### src/core/sms_pkg.sv
// Constants shared by the chip-select operating-mode block
package sms_pkg;
   // Number of chip-select regions served
   localparam int NUM_REGIONS = 2;

   // Byte offsets of the register map
   localparam logic [9:0] OFF_MODE_ONE = 10'h124; // First region mode, RO
   localparam logic [9:0] OFF_MODE_TWO = 10'h144; // Second region mode, RO
   localparam logic [9:0] OFF_PROG_ONE = 10'h200; // First region loader
   localparam logic [9:0] OFF_PROG_TWO = 10'h204; // Second region loader
   localparam logic [9:0] OFF_STATUS = 10'h208; // Sequencer status

   // Field positions inside a mode word
   localparam int BASE_LSB = 24; // Compare value, 8 bits
   localparam int MASK_LSB = 16; // Compare enables, 8 bits
   localparam int ALIGN_LSB = 13; // Boundary split, 3 bits
   localparam int BLS_BIT = 12; // Byte-lane strobe timing
   localparam int ADV_BIT = 11; // Address-valid use
   localparam int RSVD_BIT = 10; // Reserved, kept zero
   localparam int WRBL_LSB = 7; // Write beats, 3 bits
   localparam int WRSYNC_BIT = 6; // Clocked write select
   localparam int RDBL_LSB = 3; // Read beats, 3 bits
   localparam int RDSYNC_BIT = 2; // Clocked read select
   localparam int WIDTH_LSB = 0; // Memory width, 2 bits

   // Reset value of a mode word: address valid used, 32-bit memory
   localparam logic [31:0] MODE_RESET = 32'h0000_0802;
   localparam logic [31:0] RSVD_MASK = 32'h0000_0400;

   // Field encodings
   localparam logic [2:0] BL_ONE = 3'h0; // Single beat
   localparam logic [2:0] BL_FOUR = 3'h1; // Four beats
   localparam logic [1:0] WIDTH16 = 2'h1; // 16-bit memory
   localparam logic [1:0] WIDTH32 = 2'h2; // 32-bit memory
   localparam logic [2:0] ALIGN_NONE = 3'h0; // Cross any boundary
   localparam logic [2:0] ALIGN_32 = 3'h1; // Split at 32 beats
   localparam logic [2:0] ALIGN_64 = 3'h2; // Split at 64 beats
   localparam logic [2:0] ALIGN_128 = 3'h3; // Split at 128 beats
   localparam logic [2:0] ALIGN_256 = 3'h4; // Split at 256 beats

   // Beat counts and address steps
   localparam logic [8:0] BEATS_ONE = 9'h001;
   localparam logic [8:0] BEATS_FOUR = 9'h004;
   localparam logic [8:0] BEATS_NOLIMIT = 9'h1FF;
   localparam logic [31:0] STEP_WIDE = 32'h0000_0004;
   localparam logic [31:0] STEP_NARROW = 32'h0000_0002;

   // Access sequencer states, one-hot
   typedef enum logic [3:0] {
      ST_IDLE = 4'b0001,
      ST_OPEN = 4'b0010,
      ST_BEAT = 4'b0100,
      ST_DONE = 4'b1000
   } sms_state_t;
endpackage

### src/core/sms_mode_if.sv
// Decoded operating mode of one chip-select region
`timescale 1ns/1ps
`default_nettype none
interface sms_mode_if;
   logic [31:0] mode; // Stored mode word
   logic [31:0] addr; // Access address to match
   logic hit; // Address falls in region
   logic [2:0] align; // Split code, reserved folded to none
   logic adv_en; // Drive address valid
   logic wr_four; // Four-beat writes
   logic rd_four; // Four-beat reads
   logic wr_sync; // Clocked writes
   logic rd_sync; // Clocked reads
   logic wide; // 32-bit memory bus
   logic bad_cfg; // Reserved encoding present
   modport src (input mode, input addr, output hit, output align,
      output adv_en, output wr_four, output rd_four, output wr_sync,
      output rd_sync, output wide, output bad_cfg);
   modport dst (output mode, output addr, input hit, input align,
      input adv_en, input wr_four, input rd_four, input wr_sync,
      input rd_sync, input wide, input bad_cfg);
endinterface
`default_nettype wire

### src/core/sms_region_dec.sv
// Address match and field decode for one chip-select region
`timescale 1ns/1ps
`default_nettype none
module sms_region_dec (
   sms_mode_if.src m // Mode word in, decoded fields out
);
   import sms_pkg::*;

   // Raw fields
   wire logic [7:0] base_w = m.mode[BASE_LSB +: 8];
   wire logic [7:0] mask_w = m.mode[MASK_LSB +: 8];
   wire logic [2:0] align_w = m.mode[ALIGN_LSB +: 3];
   wire logic [2:0] wrbl_w = m.mode[WRBL_LSB +: 3];
   wire logic [2:0] rdbl_w = m.mode[RDBL_LSB +: 3];
   wire logic [1:0] width_w = m.mode[WIDTH_LSB +: 2];
   wire logic bad_align = align_w > ALIGN_256;
   wire logic bad_bl = (wrbl_w > BL_FOUR) || (rdbl_w > BL_FOUR);
   wire logic bad_width = (width_w != WIDTH16) && (width_w != WIDTH32);

   // Masked compare of the top address byte
   assign m.hit = ((m.addr[31:24] ^ base_w) & mask_w) == 8'h00;
   // Reserved split codes behave as no split
   assign m.align = bad_align ? ALIGN_NONE : align_w;
   assign m.adv_en = m.mode[ADV_BIT];
   // Reserved burst codes fall back to single beats
   assign m.wr_four = wrbl_w == BL_FOUR;
   assign m.wr_sync = m.mode[WRSYNC_BIT];
   assign m.rd_four = rdbl_w == BL_FOUR;
   assign m.rd_sync = m.mode[RDSYNC_BIT];
   // Only the 16-bit code narrows the bus; reserved stays wide
   assign m.wide = width_w != WIDTH16;
   assign m.bad_cfg = bad_align | bad_bl | bad_width | m.mode[BLS_BIT];
endmodule // sms_region_dec
`default_nettype wire

### src/core/sms_burst_split.sv
// Beats left before the next burst split boundary
`timescale 1ns/1ps
`default_nettype none
module sms_burst_split (
   input wire logic [2:0] align, // Split code, already legal
   input wire logic [8:0] beat_idx, // Beat index of current address
   output logic [8:0] room // Beats before boundary
);
   import sms_pkg::*;

   // Boundary size minus one per code
   wire logic [8:0] span_m1 = (align == ALIGN_32) ? 9'h01F :
                              (align == ALIGN_64) ? 9'h03F :
                              (align == ALIGN_128) ? 9'h07F : 9'h0FF;
   wire logic [8:0] offset = beat_idx & span_m1;
   wire logic [8:0] left = span_m1 - offset + 9'h001;

   // No split lets a burst run as long as asked
   assign room = (align == ALIGN_NONE) ? BEATS_NOLIMIT : left;
endmodule // sms_burst_split
`default_nettype wire

### src/core/sms_top.sv
// Chip-select operating-mode registers with access sequencer
//
// Added by the designer: the Avalon-MM interface to the registers.
`timescale 1ns/1ps
`default_nettype none
module sms_top #(
   parameter int BOOT_REGION = 0 // Region whose width is strapped
) (
   input wire logic clk_sys, // System clock
   input wire logic reset, // Synchronous reset, high
   input wire logic [7:0] avs_address, // Word address
   input wire logic avs_read, // Read request
   input wire logic avs_write, // Write request
   input wire logic [31:0] avs_writedata, // Write data
   output logic [31:0] avs_readdata, // Read data
   output logic avs_waitrequest, // Stall the master
   input wire logic [1:0] boot_width_strap, // Boot memory width
   input wire logic acc_valid, // Access request
   input wire logic [31:0] acc_addr, // Access byte address
   input wire logic acc_write, // Access is a write
   input wire logic [8:0] acc_beats, // Beats asked, zero means one
   output logic acc_ready, // Sequencer takes a request
   output logic acc_done, // Access finished, pulse
   output logic acc_miss, // No region matched, pulse
   output logic [1:0] mem_cs_n, // Chip selects, low active
   output logic mem_bls_n, // Byte-lane strobe, low active
   output logic mem_adv_n, // Address valid, low active
   output logic mem_we_n, // Write enable, low active
   output logic mem_oe_n, // Output enable, low active
   output logic [31:0] mem_addr, // Memory byte address
   output logic mem_sync, // Clocked protocol in use
   output logic mem_wide // 32-bit bus in use
);
   import sms_pkg::*;

   // Stored mode words, one per region
   logic [31:0] mode_q [NUM_REGIONS];

   // Per-region decode results
   logic [NUM_REGIONS-1:0] hit_v; // Address matches
   logic [NUM_REGIONS-1:0] adv_v; // Address valid used
   logic [NUM_REGIONS-1:0] wr4_v; // Four-beat writes
   logic [NUM_REGIONS-1:0] rd4_v; // Four-beat reads
   logic [NUM_REGIONS-1:0] wrs_v; // Clocked writes
   logic [NUM_REGIONS-1:0] rds_v; // Clocked reads
   logic [NUM_REGIONS-1:0] wide_v; // 32-bit bus
   logic [NUM_REGIONS-1:0] bad_v; // Reserved code present
   logic [2:0] align_v [NUM_REGIONS]; // Split codes

   // Bus answer registers
   logic wait_q; // Waitrequest flop
   logic [31:0] rdata_q; // Read data flop

   // Sequencer registers
   sms_state_t state_q; // Current state
   logic ready_q; // Request accept flop
   logic done_q; // Completion pulse
   logic miss_q; // Miss pulse
   logic lastmiss_q; // Last request missed
   logic sel_q; // Region of current access
   logic write_q; // Current access direction
   logic [31:0] addr_q; // Next beat address
   logic [8:0] rem_q; // Beats left in access
   logic [8:0] chunk_q; // Beats left in memory burst
   logic [1:0] cs_n_q; // Chip-select pins
   logic bls_n_q; // Byte-lane strobe pin
   logic adv_n_q; // Address valid pin
   logic we_n_q; // Write enable pin
   logic oe_n_q; // Output enable pin
   logic [31:0] maddr_q; // Address pins
   logic sync_q; // Clocked protocol flag
   logic wide_q; // Bus width flag

   // Register decode, word addressed
   wire logic sel_mode1 = avs_address == OFF_MODE_ONE[9:2];
   wire logic sel_mode2 = avs_address == OFF_MODE_TWO[9:2];
   wire logic sel_prog1 = avs_address == OFF_PROG_ONE[9:2];
   wire logic sel_prog2 = avs_address == OFF_PROG_TWO[9:2];
   wire logic sel_stat = avs_address == OFF_STATUS[9:2];
   // A write takes effect on the edge where waitrequest is seen low
   wire logic wr_take = avs_write && !wait_q;
   wire logic busy = state_q != ST_IDLE;

   // Status word: reserved flags, last region, last miss, busy
   wire logic [31:0] status_w = {27'h0000000, bad_v, sel_q,
                                 lastmiss_q, busy};

   // Read data select; unmapped words read as zero
   wire logic [31:0] rd_mux = (sel_mode1 || sel_prog1) ? mode_q[0] :
                              (sel_mode2 || sel_prog2) ? mode_q[1] :
                              sel_stat ? status_w : 32'h0000_0000;

   // One region decoder per chip select
   genvar g;
   generate
      for (g = 0; g < NUM_REGIONS; g = g + 1) begin : g_region
         // Loader offset for this region
         wire logic prog_hit = (g == 0) ? sel_prog1 : sel_prog2;

         sms_mode_if mif ();

         // Region decode runs on the incoming request address
         assign mif.mode = mode_q[g];
         assign mif.addr = acc_addr;
         assign hit_v[g] = mif.hit;
         assign adv_v[g] = mif.adv_en;
         assign wr4_v[g] = mif.wr_four;
         assign rd4_v[g] = mif.rd_four;
         assign wrs_v[g] = mif.wr_sync;
         assign rds_v[g] = mif.rd_sync;
         assign wide_v[g] = mif.wide;
         assign bad_v[g] = mif.bad_cfg;
         assign align_v[g] = mif.align;

         sms_region_dec u_dec (
            .m (mif.src)
         );

         // Mode word store; the bus view at the mode offsets is
         // read-only, so loads arrive through the loader offset
         always_ff @(posedge clk_sys) begin
            if (reset) begin
               if (g == BOOT_REGION) begin
                  // Strap sampled while reset is held
                  mode_q[g] <= {MODE_RESET[31:2], boot_width_strap};
               end else begin
                  mode_q[g] <= MODE_RESET;
               end
            end else if (wr_take && prog_hit) begin
               // Reserved bit kept zero whatever is written
               mode_q[g] <= avs_writedata & ~RSVD_MASK;
            end
         end
      end
   endgenerate

   // Region chosen for a new request; region one wins a tie
   wire logic hit_any = |hit_v;
   wire logic hit_idx = !hit_v[0];

   // Burst sizing for the burst about to open
   wire logic cur_wide = wide_v[sel_q];
   wire logic cur_four = write_q ? wr4_v[sel_q] : rd4_v[sel_q];
   wire logic cur_sync = write_q ? wrs_v[sel_q] : rds_v[sel_q];
   wire logic [8:0] blen = cur_four ? BEATS_FOUR : BEATS_ONE;
   // Beat index counts in units of the memory bus width
   wire logic [8:0] beat_idx = cur_wide ? addr_q[10:2] : addr_q[9:1];
   wire logic [31:0] step = cur_wide ? STEP_WIDE : STEP_NARROW;
   wire logic [31:0] next_addr = addr_q + step;
   wire logic [8:0] room;
   wire logic [8:0] lim = (blen < room) ? blen : room;
   wire logic [8:0] chunk = (rem_q < lim) ? rem_q : lim;
   // Requests of zero beats are served as one
   wire logic [8:0] req_beats = (acc_beats == 9'h000) ? BEATS_ONE :
                                acc_beats;

   // Beats until the boundary of the chosen region
   sms_burst_split u_split (
      .align (align_v[sel_q]),
      .beat_idx (beat_idx),
      .room (room)
   );

   // Bus slave: one wait cycle, then a single answer cycle
   always_ff @(posedge clk_sys) begin
      if (reset) begin
         // Held stalled so no read can finish in reset
         wait_q <= 1'b1;
         rdata_q <= 32'h0000_0000;
      end else if (!wait_q) begin
         // Answer was taken on this edge
         wait_q <= 1'b1;
      end else if (avs_read || avs_write) begin
         // Read data frozen here and held through the answer
         wait_q <= 1'b0;
         rdata_q <= rd_mux;
      end
   end

   // Access sequencer: gap cycle, then one beat per cycle
   always_ff @(posedge clk_sys) begin
      if (reset) begin
         state_q <= ST_IDLE;
         ready_q <= 1'b0;
         done_q <= 1'b0;
         miss_q <= 1'b0;
         lastmiss_q <= 1'b0;
         sel_q <= 1'b0;
         write_q <= 1'b0;
         addr_q <= 32'h0000_0000;
         rem_q <= 9'h000;
         chunk_q <= 9'h000;
         cs_n_q <= 2'h3;
         bls_n_q <= 1'b1;
         adv_n_q <= 1'b1;
         we_n_q <= 1'b1;
         oe_n_q <= 1'b1;
         maddr_q <= 32'h0000_0000;
         sync_q <= 1'b0;
         wide_q <= 1'b1;
      end else begin
         // Pulses and address valid last one cycle
         done_q <= 1'b0;
         miss_q <= 1'b0;
         adv_n_q <= 1'b1;
         case (state_q)
            ST_IDLE: begin
               ready_q <= 1'b1;
               if (acc_valid && ready_q) begin
                  if (!hit_any) begin
                     // Nothing matched; stay ready for the next one
                     miss_q <= 1'b1;
                     lastmiss_q <= 1'b1;
                  end else begin
                     ready_q <= 1'b0;
                     lastmiss_q <= 1'b0;
                     sel_q <= hit_idx;
                     write_q <= acc_write;
                     addr_q <= acc_addr;
                     rem_q <= req_beats;
                     state_q <= ST_OPEN;
                  end
               end
            end
            ST_OPEN: begin
               // Open a memory burst on the chosen region
               cs_n_q <= sel_q ? 2'h1 : 2'h2;
               // Strobe timing follows chip select
               bls_n_q <= 1'b0;
               adv_n_q <= !adv_v[sel_q];
               we_n_q <= !write_q;
               oe_n_q <= write_q;
               maddr_q <= addr_q;
               sync_q <= cur_sync;
               wide_q <= cur_wide;
               chunk_q <= chunk;
               state_q <= ST_BEAT;
            end
            ST_BEAT: begin
               // One beat completes on every edge
               addr_q <= next_addr;
               maddr_q <= next_addr;
               rem_q <= rem_q - 9'h001;
               chunk_q <= chunk_q - 9'h001;
               if (chunk_q == 9'h001) begin
                  // Burst ends; a split reopens after a gap cycle
                  cs_n_q <= 2'h3;
                  bls_n_q <= 1'b1;
                  we_n_q <= 1'b1;
                  oe_n_q <= 1'b1;
                  state_q <= (rem_q == 9'h001) ? ST_DONE : ST_OPEN;
               end
            end
            ST_DONE: begin
               done_q <= 1'b1;
               state_q <= ST_IDLE;
            end
            default: begin
               // Unknown code recovers to idle with pins released
               cs_n_q <= 2'h3;
               bls_n_q <= 1'b1;
               we_n_q <= 1'b1;
               oe_n_q <= 1'b1;
               state_q <= ST_IDLE;
            end
         endcase
      end
   end

   // Outputs straight from flops
   assign avs_readdata = rdata_q;
   assign avs_waitrequest = wait_q;
   assign acc_ready = ready_q;
   assign acc_done = done_q;
   assign acc_miss = miss_q;
   assign mem_cs_n = cs_n_q;
   assign mem_bls_n = bls_n_q;
   assign mem_adv_n = adv_n_q;
   assign mem_we_n = we_n_q;
   assign mem_oe_n = oe_n_q;
   assign mem_addr = maddr_q;
   assign mem_sync = sync_q;
   assign mem_wide = wide_q;
endmodule // sms_top
`default_nettype wire

### config.mk
export PLATFORM = sky130hd
export DESIGN_NAME = sms_top
export DESIGN_NICKNAME = d
export VERILOG_FILES = /design/src/core/sms_pkg.sv /design/src/core/sms_mode_if.sv /design/src/core/sms_region_dec.sv /design/src/core/sms_burst_split.sv /design/src/core/sms_top.sv
export SDC_FILE = /design/constraint.sdc
export NUM_CORES = 1
export LEC_CHECK = 0
export ABC_AREA = 1
export BUFFER_PORTS_ARGS = -buffer_cell sky130_fd_sc_hd__buf_2
export CAP_MARGIN = 5
export CORE_ASPECT_RATIO = 0.5
export CORE_MARGIN = 1
export CORE_UTILIZATION = 30
export CTS_CLUSTER_DIAMETER = 80
export CTS_CLUSTER_SIZE = 12
export DETAILED_ROUTE_END_ITERATION = 10
export PLACE_DENSITY = 0.54
export SETUP_SLACK_MARGIN = 0.15
export SYNTH_ARGS = -nofsm -noshare
export SYNTH_HDL_FRONTEND = slang
export SYNTH_HIERARCHICAL = 1
export SYNTH_SLANG_ARGS = --single-unit
### constraint.sdc
create_clock -name clk_sys -period 4.35 [get_ports clk_sys]
set_input_delay 0.87 -clock clk_sys [delete_from_list [all_inputs] [get_ports clk_sys]]
set_output_delay 0.87 -clock clk_sys [all_outputs]
set_load 0.1 [all_outputs]
==> results.py <==
metrics = {
    "place": {
        "post-dp-hpwl_mm": 21.3,
        "gp_congestion": 0.828,
        "dp_worst_setup_slack_ns": -0.0166,
        "portBuffers": 162,
    },
    "clock_network": {
        "cts_tree": "done",
        "htreeDepth": 4,
        "numCtsBuffers": 17,
        "root_buffer": "clkbuf_16",
        "clock_path_buffers": 2,
        "worstSkewPairLatency_ns": 0.45,
        "path_clk_slew_ns": 0.08,
        "clock-sinks": 194,
    },
    "power_and_ir_drop": {
        "p_leak_nw": 5.51,
        "power_density_nw_per_um2": 508,
        "ir_drop_uv": 314,
        "finalPower_mw": 6.30,
    },
    "worst_setup_path": {
        "critPathMaxFanout": 5,
        "critPathRequiredTime_ns": 4.72,
        "slowest_stage": "edfxtp_1",
        "start_kind": "flop",
        "critPathMaxStageDelay_ns": 0.41,
        "cp_num_buf_inv": 7,
        "critical-path-top-delay-family": "simple AND/OR/NAND/NOR gates",
        "startpoint": "mode_q[1][1]",
        "critPathCaptureType": "flop",
        "critPathArrivalTime_ns": 4.33,
        "crit_type": "flop to flop",
        "crit_top_cell": "inv_2",
        "r2r_start": "mode_q[1][1]",
    },
    "final_layout": {
        "nets": 1630,
        "area_growth_pct": 20.9,
        "drive_above_1_share": 0.202,
    },
    "floorplanning": {
        "row_count": 47,
        "die-area_um2": 35000,
        "die_h_um": 133,
        "dieWidth_um": 264,
        "ioPinCount": 165,
        "start_util": 0.308,
        "coreArea_um2": 33300,
    },
    "drt": {
        "drt_iter0_markers": 643,
        "drc": 0,
        "drt_pass1_iterations": 5,
        "wl_mm": 31.4,
        "ant_nets": 0,
        "wl_per_cell_um": 15.9,
        "viasPerCell": 4.84,
        "vias": 9546,
    },
    "global_route": {
        "grt_start_max_net_pins": 80,
        "grt_pass1_wl_mm": 49.3,
        "grt_pass1_vias": 8991,
        "grt_usage": 0.179,
        "antenna_found_initial": 1,
        "overflow": 0,
    },
    "sta": {
        "drv_slew": 0,
        "relSlewSlack": 0.215,
        "setup_viol": 0,
        "fmax_mhz": 252,
        "hold_viol": 0,
        "tightestPinTransition_ns": 1.18,
        "min_period_ns": 3.96,
        "skew_ns": 0.0118,
        "fin_crit_sh": 0.911,
        "setup_slack_ns": 0.388,
        "rsz0062_at_grt": "true",
    },
    "run_status": {
        "outcome": "finished, final reports clean",
    },
    "logic_synthesis": {
        "synth_area_um2": 10300,
        "syn_area_per_cell_um2": 7.43,
        "syn_inst": 1381,
        "ys_warn_count": 6,
    },
    "min_path": {
        "hold_path_startpoint": "mem_bls_n",
        "hold_class": "flop to flop",
    },
    "job": {
        "cap_violations": 0,
    },
}
layout make-up:
cell class / instances / area (um^2)
fill: 3505 / 20900
inverter: 168 / 636
timing repair buffer: 187 / 1070
clock inverter: 9 / 82.6
multi-input combinational: 951 / 5040
clock buffer: 23 / 520
antenna: 1 / 2.50
tap: 441 / 552
sequential: 194 / 4500
through the flow:
step | util | hold WS, ns | setup TNS (ns) | instance area, um^2 | instances
3_3_place_gp | 0.343 | 0.445 | 0 | 11500 | 1933
2_1_floorplan | - | 0.424 | 0 | 10300 | 1386
4_1_cts | 0.364 | 0.467 | 0 | 12100 | 1968
6_report | 0.372 | 0.465 | 0 | 12400 | 1974
3_5_place_dp | 0.343 | 0.453 | -0.0166 | 11500 | 1933
5_1_grt | 0.372 | 0.505 | 0 | 12400 | 1974
layout by cell type, fill, tap and decap left out, drive strengths merged, types with 11 or more instances in the layout:
cell type  instances
a21oi             70
nand3             85
dfxtp            132
nand4             13
a221oi            11
a31oi             34
buf              185
inv              173
nor3              18
nand2            307
nor2             159
o211ai            31
xor2              15
edfxtp            62
clkbuf            24
ha                21
o21ai            127
final timing paths:
kind           endpoint  slack, ns  cells after the start
min reg2reg   mem_bls_n       0.47                      2
min           mem_bls_n       0.47                      2
max reg2reg  chunk_q[2]       0.39                     34
max          chunk_q[2]       0.39                     34
registers in the layout, indices dropped and copies added (netlist names), 2 cells and up:
signal and count:
mode_q 62, addr_q 32, mem_addr 32, avs_readdata 31
chunk_q 9, rem_q 9, state_q 4, mem_cs_n 2
timing repair:
action                     CTS  global route
cloned                       1             1
buffers inserted             2             4
hold buffers                 0             0
setup endpoints to repair    9             9
resized for setup           10            58
pin swaps                    6            29
power by group:
part           internal, mW  switching [mW]  leakage, nW  total (mW)
clock network         0.866           0.777        0.297        1.64
registers              2.08           0.228         1.71        2.31
logic                 0.719            1.63         3.51        2.35
total                  3.66            2.64         5.51        6.30
worst register-to-register path: cells and delay by family (launching register included):
family                   cells  cell delay, ns
buffers and inverters        7            0.58
flip-flops                   1            0.41
adder cells (fa/ha/maj)      4            0.66
AO/OA/AOI/OAI                6            0.75
AND/OR/NAND/NOR             17            1.47
metal layers:
metal / routed length (um) / vias up / global-route usage
met4: 507 / 0 / 0.0491
met3: 1150 / 27 / 0.0281
li1: - / 4843 / -
met2: 15000 / 182 / 0.301
met5: 0 / - / 0
met1: 14800 / 4494 / 0.239
Note: power is estimated with default switching activity, not from simulation.
